[config.mk]
export PLATFORM = sky130hd
export DESIGN_NAME = gp_page_pin_function_mux
export DESIGN_NICKNAME = d
export VERILOG_FILES = /design/src/logic/gp_page_pkg.sv /design/src/logic/gp_page_pin_function_mux.sv
export SDC_FILE = /design/constraint.sdc
export NUM_CORES = 1
export LEC_CHECK = 0
export ABC_AREA = 1
export BUFFER_PORTS_ARGS = -buffer_cell sky130_fd_sc_hd__buf_4
export CAP_MARGIN = 10
export CORE_ASPECT_RATIO = 0.8
export CORE_MARGIN = 8
export CORE_UTILIZATION = 38
export CTS_BUF_LIST = sky130_fd_sc_hd__clkbuf_4
export CTS_CLUSTER_DIAMETER = 80
export CTS_CLUSTER_SIZE = 24
export DETAILED_ROUTE_END_ITERATION = 6
export PLACE_DENSITY = 0.61
export SLEW_MARGIN = 20
export SYNTH_ARGS = -nofsm -noshare
export SYNTH_HDL_FRONTEND = slang
export SYNTH_SLANG_ARGS = --single-unit
[constraint.sdc]
create_clock -name clk_sys -period 2.6 [get_ports clk_sys]
set_input_delay 0.39 -clock clk_sys [delete_from_list [all_inputs] [get_ports clk_sys]]
set_output_delay 0.39 -clock clk_sys [all_outputs]
set_load 0.1 [all_outputs]
[src/logic/gp_page_pkg.sv]
// Constants and types for the general-purpose page pin-function block
package gp_page_pkg;

    // =========================================================================
    // Management map
    localparam int          REG_AW          = 5;
    localparam int          REG_DW          = 16;
    localparam logic [4:0]  PAGE_REG_ADDR   = 5'h1F;
    localparam logic [15:0] PAGE_MAIN       = 16'h0000;
    localparam logic [15:0] PAGE_GP         = 16'h0010;
    localparam logic [4:0]  GP_RSVD_LAST    = 5'h0C;
    localparam logic [4:0]  GP_PIN_SEL_ADDR = 5'h0D;
    localparam logic [4:0]  GP_AUX_CTL_ADDR = 5'h0E;
    localparam logic [4:0]  GP_RSVD_30      = 5'h1E;

    // =========================================================================
    // Reset values and write masks
    localparam logic [15:0] PIN_SEL_RESET   = 16'h0000;
    localparam logic [15:0] AUX_CTL_RESET   = 16'h2600;
    localparam logic [15:0] AUX_CTL_WMASK   = 16'hF7FF;

    // =========================================================================
    // Field positions in aux_pin_function_control
    localparam int AUX_SPI_LSB     = 14;
    localparam int AUX_LOWPWR_OEN  = 13;
    localparam int AUX_LOWPWR_OUT  = 12;
    localparam int AUX_LOWPWR_IN   = 11;
    localparam int AUX_TWS_FLOAT   = 10;
    localparam int AUX_LED_FLOAT   = 9;
    localparam int AUX_PPS13_OE    = 8;
    localparam int AUX_PPS0_LSB    = 6;
    localparam int AUX_LDSV_LSB    = 4;
    localparam int AUX_QLL_LSB     = 2;
    localparam int AUX_SDA_LSB     = 0;

    // =========================================================================
    // Multi-function pin indices
    localparam int N_PINS      = 14;
    localparam int PIN_SIGDET0 = 0;
    localparam int PIN_SCL0    = 4;
    localparam int PIN_SDA     = 8;
    localparam int PIN_QLL     = 9;
    localparam int PIN_LDSV    = 10;
    localparam int PIN_PPS0    = 11;
    localparam int PIN_SPI_CS  = 12;
    localparam int PIN_SPI_DO  = 13;
    localparam int N_FIBRE_SIGNAL_DETECT    = 4;
    localparam int N_SCL       = 4;

    // =========================================================================
    // Pin-function codes
    typedef enum logic [1:0] {
        FN_DEDICATED = 2'b00,
        FN_RSVD_01   = 2'b01,
        FN_RSVD_10   = 2'b10,
        FN_GPIO      = 2'b11
    } pin_fn_e;

    // Output value and output enable for a group of pins
    typedef struct packed {
        logic [N_PINS-1:0] val;
        logic [N_PINS-1:0] en;
    } pin_drive_s;

endpackage

[src/logic/gp_page_pin_function_mux.sv]
// General-purpose page registers 13G/14G and the multi-function pin mux
`timescale 1ns/1ps
`default_nettype none

module gp_page_pin_function_mux
    import gp_page_pkg::*;
#(
    parameter int N_LED = 4
) (
    input  wire logic                 clk_sys,          // Management clock
    input  wire logic                 rst,              // Power-on reset, loads the reset value of every register
    input  wire logic                 ce,               // Clock enable
    input  wire logic                 soft_rst,         // Device soft reset
    input  wire logic                 reg_wr,           // Register write strobe
    input  wire logic                 reg_rd,           // Register read strobe
    input  wire logic [REG_AW-1:0]    reg_addr,         // Register address 0..31
    input  wire logic [REG_DW-1:0]    reg_wdata,        // Write data
    output logic      [REG_DW-1:0]    reg_rdata,        // Read data
    output logic                      reg_rvalid,       // Read data valid
    output logic                      reg_claimed,      // This block answered the access
    output logic      [REG_DW-1:0]    page_code,        // Current page code
    output logic                      gp_page_active,   // General-purpose page selected
    input  wire pin_drive_s           ded_drive,        // Dedicated function drives
    input  wire pin_drive_s           gpio_drive,       // GPIO output and enable registers
    output logic      [N_PINS-1:0]    gpio_in_val,      // Sampled pin levels for GPIO input
    output logic      [N_PINS-1:0]    ded_in_val,       // Pin levels to dedicated inputs
    output logic      [N_FIBRE_SIGNAL_DETECT-1:0]  fibre_signal_detect, // Per-port signal detect
    input  wire logic [N_PINS-1:0]    mf_pin_i,         // Multi-function pin input
    output logic      [N_PINS-1:0]    mf_pin_o,         // Multi-function pin output
    output logic      [N_PINS-1:0]    mf_pin_oe,        // Multi-function pin enable
    input  wire logic                 low_power_hold_pin_i,  // Hold pin input
    output logic                      low_power_hold_pin_o,  // Hold pin output
    output logic                      low_power_hold_pin_oe, // Hold pin enable
    output logic                      low_power_hold_level,  // Filtered hold pin level
    output logic                      pps_1_3_oe,       // Pulse outputs 1 to 3 enable
    input  wire logic [N_LED-1:0]     led_status,       // Per-PHY LED status
    input  wire logic [N_LED-1:0]     led_use_gpio,     // LED pin used as GPIO
    input  wire logic [N_LED-1:0]     led_gpio_out,     // LED pin GPIO output value
    input  wire logic [N_LED-1:0]     led_gpio_oe,      // LED pin GPIO output enable
    output logic      [N_LED-1:0]     led_pin_o,        // LED pin output
    output logic      [N_LED-1:0]     led_pin_oe,       // LED pin enable
    output logic      [N_LED-1:0]     led_gpio_in       // Driven LED pin level for GPIO input
);

    // =========================================================================
    // Helpers
    function automatic logic gp_reg_hit(input logic [4:0] a, input logic [4:0] target);
        gp_reg_hit = (a == target);
    endfunction

    function automatic logic od_enable(input logic o, input logic oe, input logic flt);
        od_enable = oe & ~(flt & o);
    endfunction

    function automatic pin_fn_e pin_code(input logic [REG_DW-1:0] r, input int lsb);
        pin_code = pin_fn_e'(r[lsb +: 2]);
    endfunction

    function automatic logic is_tws_pin(input int idx);
        is_tws_pin = (idx >= PIN_SCL0) && (idx <= PIN_SDA);
    endfunction

    // =========================================================================
    // Page register
    logic [REG_DW-1:0] page_reg;
    logic              gp_sel;

    assign gp_sel         = (page_reg == PAGE_GP);
    assign page_code      = page_reg;
    assign gp_page_active = gp_sel;

    always_ff @(posedge clk_sys) begin
        if (rst || (ce && soft_rst)) begin
            page_reg <= PAGE_MAIN;
        end else if (ce && reg_wr && gp_reg_hit(reg_addr, PAGE_REG_ADDR)) begin
            page_reg <= reg_wdata;
        end
    end

    // =========================================================================
    // Super-sticky configuration registers, set to their reset values by power-on reset only
    logic [REG_DW-1:0] led_fibre_signal_detect_pin_function_select_reg;
    logic [REG_DW-1:0] aux_pin_function_control_reg;
    logic              wr_pin_sel;
    logic              wr_aux;

    assign wr_pin_sel = ce && reg_wr && gp_sel && gp_reg_hit(reg_addr, GP_PIN_SEL_ADDR);
    assign wr_aux     = ce && reg_wr && gp_sel && gp_reg_hit(reg_addr, GP_AUX_CTL_ADDR);

    always_ff @(posedge clk_sys) begin
        if (rst) begin
            led_fibre_signal_detect_pin_function_select_reg <= PIN_SEL_RESET;
        end else if (wr_pin_sel) begin
            led_fibre_signal_detect_pin_function_select_reg <= reg_wdata;
        end
    end

    always_ff @(posedge clk_sys) begin
        if (rst) begin
            aux_pin_function_control_reg <= AUX_CTL_RESET;
        end else if (wr_aux) begin
            aux_pin_function_control_reg <= reg_wdata & AUX_CTL_WMASK;
        end
    end

    // =========================================================================
    // Pin input synchronisers: three stages, accepted when stages two and three agree
    logic [N_PINS:0] sync1_reg;
    logic [N_PINS:0] sync2_reg;
    logic [N_PINS:0] sync3_reg;
    logic [N_PINS:0] filt_reg;
    logic [N_LED-1:0] led_s1_reg;
    logic [N_LED-1:0] led_s2_reg;
    logic [N_LED-1:0] led_s3_reg;
    logic [N_LED-1:0] led_filt_reg;

    always_ff @(posedge clk_sys) begin
        if (rst) begin
            sync1_reg <= '0;
            sync2_reg <= '0;
            sync3_reg <= '0;
        end else if (ce) begin
            sync1_reg <= {low_power_hold_pin_i, mf_pin_i};
            sync2_reg <= sync1_reg;
            sync3_reg <= sync2_reg;
        end
    end

    // LED readback is the driven level, filtered like the other pins
    always_ff @(posedge clk_sys) begin
        if (rst) begin
            led_s1_reg <= '0;
            led_s2_reg <= '0;
            led_s3_reg <= '0;
        end else if (ce) begin
            led_s1_reg <= led_pin_o;
            led_s2_reg <= led_s1_reg;
            led_s3_reg <= led_s2_reg;
        end
    end

    always_ff @(posedge clk_sys) begin
        if (rst) begin
            filt_reg <= '0;
        end else if (ce) begin
            for (int i = 0; i <= N_PINS; i++) begin
                if (sync2_reg[i] == sync3_reg[i]) begin
                    filt_reg[i] <= sync3_reg[i];
                end
            end
        end
    end

    always_ff @(posedge clk_sys) begin
        if (rst) begin
            led_filt_reg <= '0;
        end else if (ce) begin
            for (int j = 0; j < N_LED; j++) begin
                if (led_s2_reg[j] == led_s3_reg[j]) begin
                    led_filt_reg[j] <= led_s3_reg[j];
                end
            end
        end
    end

    assign gpio_in_val          = filt_reg[N_PINS-1:0];
    assign low_power_hold_level = filt_reg[N_PINS];
    assign led_gpio_in          = led_filt_reg;

    // =========================================================================
    // Per-pin function codes
    pin_fn_e pin_fn [N_PINS];

    always_comb begin
        for (int i = 0; i < 8; i++) begin
            pin_fn[i] = pin_code(led_fibre_signal_detect_pin_function_select_reg, 2*i);
        end
        pin_fn[PIN_SDA]    = pin_code(aux_pin_function_control_reg, AUX_SDA_LSB);
        pin_fn[PIN_QLL]    = pin_code(aux_pin_function_control_reg, AUX_QLL_LSB);
        pin_fn[PIN_LDSV]   = pin_code(aux_pin_function_control_reg, AUX_LDSV_LSB);
        pin_fn[PIN_PPS0]   = pin_code(aux_pin_function_control_reg, AUX_PPS0_LSB);
        pin_fn[PIN_SPI_CS] = pin_code(aux_pin_function_control_reg, AUX_SPI_LSB);
        pin_fn[PIN_SPI_DO] = pin_code(aux_pin_function_control_reg, AUX_SPI_LSB);
    end

    // =========================================================================
    // Pin mux; reserved codes leave the pin floating and its dedicated input low
    logic [N_PINS-1:0] pin_o_next;
    logic [N_PINS-1:0] pin_oe_next;
    logic [N_PINS-1:0] ded_in_next;
    logic              tws_float;

    assign tws_float = aux_pin_function_control_reg[AUX_TWS_FLOAT];

    always_comb begin
        pin_o_next  = '0;
        pin_oe_next = '0;
        ded_in_next = '0;
        for (int i = 0; i < N_PINS; i++) begin
            case (pin_fn[i])
                FN_DEDICATED: begin
                    pin_o_next[i]  = ded_drive.val[i];
                    pin_oe_next[i] = ded_drive.en[i];
                    ded_in_next[i] = filt_reg[i];
                    if (is_tws_pin(i)) begin
                        pin_oe_next[i] = od_enable(ded_drive.val[i], ded_drive.en[i],
                                                   tws_float);
                    end
                end
                FN_GPIO: begin
                    pin_o_next[i]  = gpio_drive.val[i];
                    pin_oe_next[i] = gpio_drive.en[i];
                end
                default: begin
                    pin_o_next[i]  = 1'b0;
                    pin_oe_next[i] = 1'b0;
                end
            endcase
        end
    end

    always_ff @(posedge clk_sys) begin
        if (rst) begin
            mf_pin_o   <= '0;
            mf_pin_oe  <= '0;
            ded_in_val <= '0;
        end else if (ce) begin
            mf_pin_o   <= pin_o_next;
            mf_pin_oe  <= pin_oe_next;
            ded_in_val <= ded_in_next;
        end
    end

    assign fibre_signal_detect = ded_in_val[PIN_SIGDET0 +: N_FIBRE_SIGNAL_DETECT];

    // =========================================================================
    // LED pins
    logic [N_LED-1:0] led_o_next;
    logic [N_LED-1:0] led_oe_next;

    always_comb begin
        led_o_next  = '0;
        led_oe_next = '0;
        for (int j = 0; j < N_LED; j++) begin
            if (led_use_gpio[j]) begin
                led_o_next[j]  = led_gpio_out[j];
                led_oe_next[j] = led_gpio_oe[j];
            end else begin
                led_o_next[j]  = led_status[j];
                led_oe_next[j] = 1'b1;
            end
            led_oe_next[j] = od_enable(led_o_next[j], led_oe_next[j],
                                       aux_pin_function_control_reg[AUX_LED_FLOAT]);
        end
    end

    always_ff @(posedge clk_sys) begin
        if (rst) begin
            led_pin_o  <= '0;
            led_pin_oe <= '0;
        end else if (ce) begin
            led_pin_o  <= led_o_next;
            led_pin_oe <= led_oe_next;
        end
    end

    // =========================================================================
    // Low-power hold pin and pulse output gate
    always_ff @(posedge clk_sys) begin
        if (rst) begin
            low_power_hold_pin_o  <= 1'b0;
            low_power_hold_pin_oe <= 1'b0;
            pps_1_3_oe            <= 1'b0;
        end else if (ce) begin
            low_power_hold_pin_oe <= ~aux_pin_function_control_reg[AUX_LOWPWR_OEN];
            low_power_hold_pin_o  <= aux_pin_function_control_reg[AUX_LOWPWR_OUT];
            pps_1_3_oe            <= aux_pin_function_control_reg[AUX_PPS13_OE];
        end
    end

    // =========================================================================
    // Read path: one cycle after the strobe
    logic [REG_DW-1:0] rdata_next;
    logic              claim_next;

    always_comb begin
        rdata_next = '0;
        claim_next = 1'b1;
        if (gp_reg_hit(reg_addr, PAGE_REG_ADDR)) begin
            rdata_next = page_reg;
        end else if (!gp_sel) begin
            claim_next = 1'b0;
        end else if (gp_reg_hit(reg_addr, GP_PIN_SEL_ADDR)) begin
            rdata_next = led_fibre_signal_detect_pin_function_select_reg;
        end else if (gp_reg_hit(reg_addr, GP_AUX_CTL_ADDR)) begin
            rdata_next = aux_pin_function_control_reg;
            rdata_next[AUX_LOWPWR_IN] = low_power_hold_level;
        end else if (reg_addr <= GP_RSVD_LAST || gp_reg_hit(reg_addr, GP_RSVD_30)) begin
            rdata_next = '0;
        end else begin
            claim_next = 1'b0;
        end
    end

    always_ff @(posedge clk_sys) begin
        if (rst) begin
            reg_rvalid <= 1'b0;
        end else if (ce) begin
            reg_rvalid <= reg_rd;
        end
    end

    // Data and claim hold until the next read
    always_ff @(posedge clk_sys) begin
        if (rst) begin
            reg_rdata   <= '0;
            reg_claimed <= 1'b0;
        end else if (ce && reg_rd) begin
            reg_rdata   <= rdata_next;
            reg_claimed <= claim_next;
        end
    end

endmodule

`default_nettype wire

Word level (Yosys, flattened, before mapping)
Cells that the tools add are included.

RAM bits: 0. Input bits: 114. Memories: 0. ROM bits: 0. Bits in registers: 194. Latch bits: 0.

Eq/ne operators: 37. $mul: 0. $lt $le $gt $ge: 1. Add/subtract/negate cells: 0. Shifts and indexed selects: 0. Bitwise logic cells: 28. Reduce and logical (&&, ||, !) cells: 41. Mux-type cells: 59. Div/mod/pow operators: 0.

Operators with widths (number): two-way mux 16 bit (4); one-hot mux 1 bit (2 select lines) (28); AND reduction 2 bit (19); two-way mux 1 bit (27); equality test 2 bit (second input constant) (13); zero test 2 bit (13); equality test 1 bit (19); AND 1 bit (18); equality test 16 x 5 -> 1 bit (second input constant) (1); equality test 5 x 4 -> 1 bit (second input constant) (2); equality test 5 bit (second input constant) (2); inverter 1 bit (10); logical AND 1 bit (7); less-or-equal comparator 5 x 4 -> 1 bit (second input constant) (1); logical OR 1 bit (2).

Logic depth before layout (Yosys ltp)
Depth after elaboration: 7. Depth in mapped cells: 10. Gate-level depth less buffers: 9.

Worst setup path before layout
No wires, ideal clock.

Kind: register to output. Start point: reg page_reg[4] (netlist: page_code[4]). End point: out gp_page_active. Arrival: 2.182 ns. Cell stages (with the launch flop): 7. Path slack: 0.028 ns. Required time: 2.210 ns. Cell sequence: dfxtp_1 > inv_1 > nor2_1 > nand2_1 > nor2_4 > nand2_2 > inv_1.

Cells in the longest elaborated chain, start to end: 1.

Ends and longest elaborated chain: from (decl) (line gp_page_pin_function_mux.sv:65) `logic [REG_DW-1:0] page_reg;`; from (signal assigned) (line gp_page_pin_function_mux.sv:76) `page_reg <= reg_wdata;`; equality test 16 x 5 -> 1 bit (line gp_page_pin_function_mux.sv:68) `assign gp_sel = (page_reg == PAGE_GP);`; to (decl) (line gp_page_pin_function_mux.sv:22) `output logic gp_page_active,`.

Every way passes these cells.

Worst setup path after layout
Start point: reg page_reg[14] (netlist: page_code[14]). End point: out gp_page_active.

Same word-level chain as after synthesis.

==> metrics.md <==
| Metric | Value |
|---|---|
| Status | `completed` |
| Area of the multi-input gates | `0.00376 mm2` |
| CTS Root Cell | `clkbuf_4` |
| Remaining DRCs | `0` |
| Post-synth design cell area | `0.00836 mm2` |
| Critical Path Source | `page_code[14]$_SDFFE_PP0P_` |
| Post-layout util | `48.9%` |
| Hold Vio Cnt, Final | `0` |
| Worst-Margin Slew | `677 ps` |
| Pin count of the biggest net entering global routing | `approximately 100` |
| CP max stage delay | `400 ps` |
| Post-DP HPWL | `19,700 um` |
| Worst slew margin | `54.9%` |
| DR pass1 iterations | `5` |
| Fill cell count | `2,230` |
| Worst hold path class | `input port to flip-flop` |
| Static Leak | `4.82 nW` |
| GP Congestion | `approximately 0.85` |
| Routed Antenna Nets | `0` |
| H-tree Lvls | `4` |
| Core area | `0.0216 mm2` |
| Crit-path max FO | `5` |
| Uppermost routed layer | `met4` |
| Detailed Route Iter0 Violations | `580` |
| Crit path cell chain | `nor2_1, nand2_1, nor2_4, nand2_2, inv_1, buf_6` |
| WS Path Type | `flip-flop to primary output` |
| Max_cap viols | `0` |
| R2R cell count | `7` |
| GRT Overall Usage | `19.3%` |
| PD cells | `569 mW/mm2` |
| CP max stage cell | `dfxtp_1` |
| Post-CTS Setup Inserts | `0` |
| Pwr Total | `approximately 6 mW` |
| #FFs+latches synth | `194` |
| Clk_lat worst skew | `580 ps` |
| Required time worst endpoint | `2210 ps` |
| Nets@finish | `1,458` |
| Via Count | `7,962` |
| Worst setup EP type | `primary output` |
| Most frequent cells in the layout | `230 x buf_4, 203 x nand2_1, 194 x dfxtp_1` |
| CTS Buffer Depth | `2` |
| Yosys warns | `0` |
| Placement Cell Area | `0.0101 mm2` |
| Most common cell after layout, fill and taps aside | `buf_4` |
| Clk slew on worst S/H paths | `150 ps` |
| Met3 WL | `approximately 2100 um` |
| TNS Setup | `0 ps` |
| Vias in the first global route | `~8,000` |
| Register area share after synthesis | `46.4%` |
| Area Growth Syn to Fin | `26.1%` |
| Slew Limit Fails | `0` |
| Global route total overflow | `0` |
| Min Tclk post-route | `2410 ps` |
| Hold Path Cell Cnt | `3` |
| Die Wd | `around 180 um` |
| Clock sink count | `194` |
| Hold_sp | `reg_wdata[14]` |
| Rows | `48` |
| Endpoints failing setup | `0` |
| Syn avg cell area | `7.45 um2` |
| Startpoint Class | `flip-flop` |
| Mapped Cells | `1,122` |
| Cell area after layout | `0.0105 mm2` |
| Library cells used by synthesis | `23` |
| Syn Nets | `about 1,300` |
| Die ar. | `0.0270 mm2` |
| DRT met1 WL | `12,100 um` |
| F_max | `416 MHz` |
| CTS tree | `yes` |
| Antenna violations before repair | `1` |
| Storage element area | `0.00388 mm2` |
| First-pass GRT wire length | `around 42,000 um` |
| R2r startpoint | `page_code[14]$_SDFFE_PP0P_` |
| # IOs | `225` |
| Peak VDD IR | `253 uV` |
| DR WL met2 | `12,400 um` |
| Initial core utilization | `about 39%` |
| Layout cell share with drive strength beyond 1 | `22.1%` |
| R2r setup slk | `880 ps` |
| Drt wl/cell | `16.8 um` |
| Total CTS buffers | `17` |
| Via density | `4.96` |
| Port-buffer cells | `224` |
| Final WL | `26,900 um` |
| WP data arrival | `2020 ps` |
| Fin crit share | `92.6%` |
| Worst setup skew after layout | `around 29 ps` |
| Die height | `149 um` |
| Unrepaired setup endpoints after global routing | `no` |
power breakdown:
part | internal (mW) | switching [mW]
clock network | 0.674 | 1.06
registers | 3.09 | 0.0627
logic | 0.316 | 0.797
total | 4.08 | 1.92
critical path: cells and delay by family, from the launching register on:
family                 cells  cell delay (ps)
AND/OR/NAND/NOR            4              560
flip-flops                 1              400
buffers and inverters      2              480
metrics by stage:
stage	cells	hold WS [ps]	setup slack, ps
floorplan	1122	428	28.2
global placement	1563	452	769
detailed placement	1563	456	765
CTS	1605	5.08	108
global route	1606	7.23	40.7
finish	1606	47.7	194
cells by family (layout without fill, tap and decap cells):
group           count (synthesis)  after routing  share of synthesized area [%]
compound gates                318            318                           20.6
buf+inv                       168            376                           8.54
other cells                     0              1                              0
simple gates                  416            416                           20.6
flops                         194            194                           46.4
fa+ha+maj                      26             26                           3.89
layer usage:
layer	up-vias	global-route usage, %
li1	4038	-
met1	3659	24.3
met2	246	31.6
met3	19	6.41
met4	0	4.71
met5	-	0
cell type report:
class                      count  share of cell area (%)
clock inverter                13                    1.51
clock buffer                  18                    1.28
antenna                        1                  0.0237
sequential                   194                    36.8
tap                          275                    3.26
inverter                     102                    3.67
timing repair buffer         243                    17.7
multi-input combinational    760                    35.7
cells in the mapped netlist (all sizes together):
cell type	instances	area share (%)
nand2	208	9.5
buf	30	2.3
a21oi	130	8.3
o21ai	165	9.9
clkbuf	36	1.6
nand4	1	0.25
a22o	23	2.4
inv	102	4.6
ha	26	3.9
nor2	158	7.7
nand3	49	3.1
dfxtp	194	46
repair_timing:
action                                 CTS  global route
endpoints found under the hold margin   11             0
hold buffers                            11             0
resized for setup                        0             1
setup endpoints to repair                0             1
worst max path at each step:
| stage | endpoint | slack [ps] | depth (start not counted) |
|---|---|---|---|
| floorplan | gp_page_active | 30 | 6 |
| global placement | gp_page_active | 770 | 6 |
| detailed placement | page_code[1]$_SDFFE_PP0P_ | 760 | 7 |
| CTS | gp_page_active | 110 | 6 |
| global route | gp_page_active | 40 | 6 |
| finish | gp_page_active | 190 | 6 |
Power figures use the tool's default switching activity.
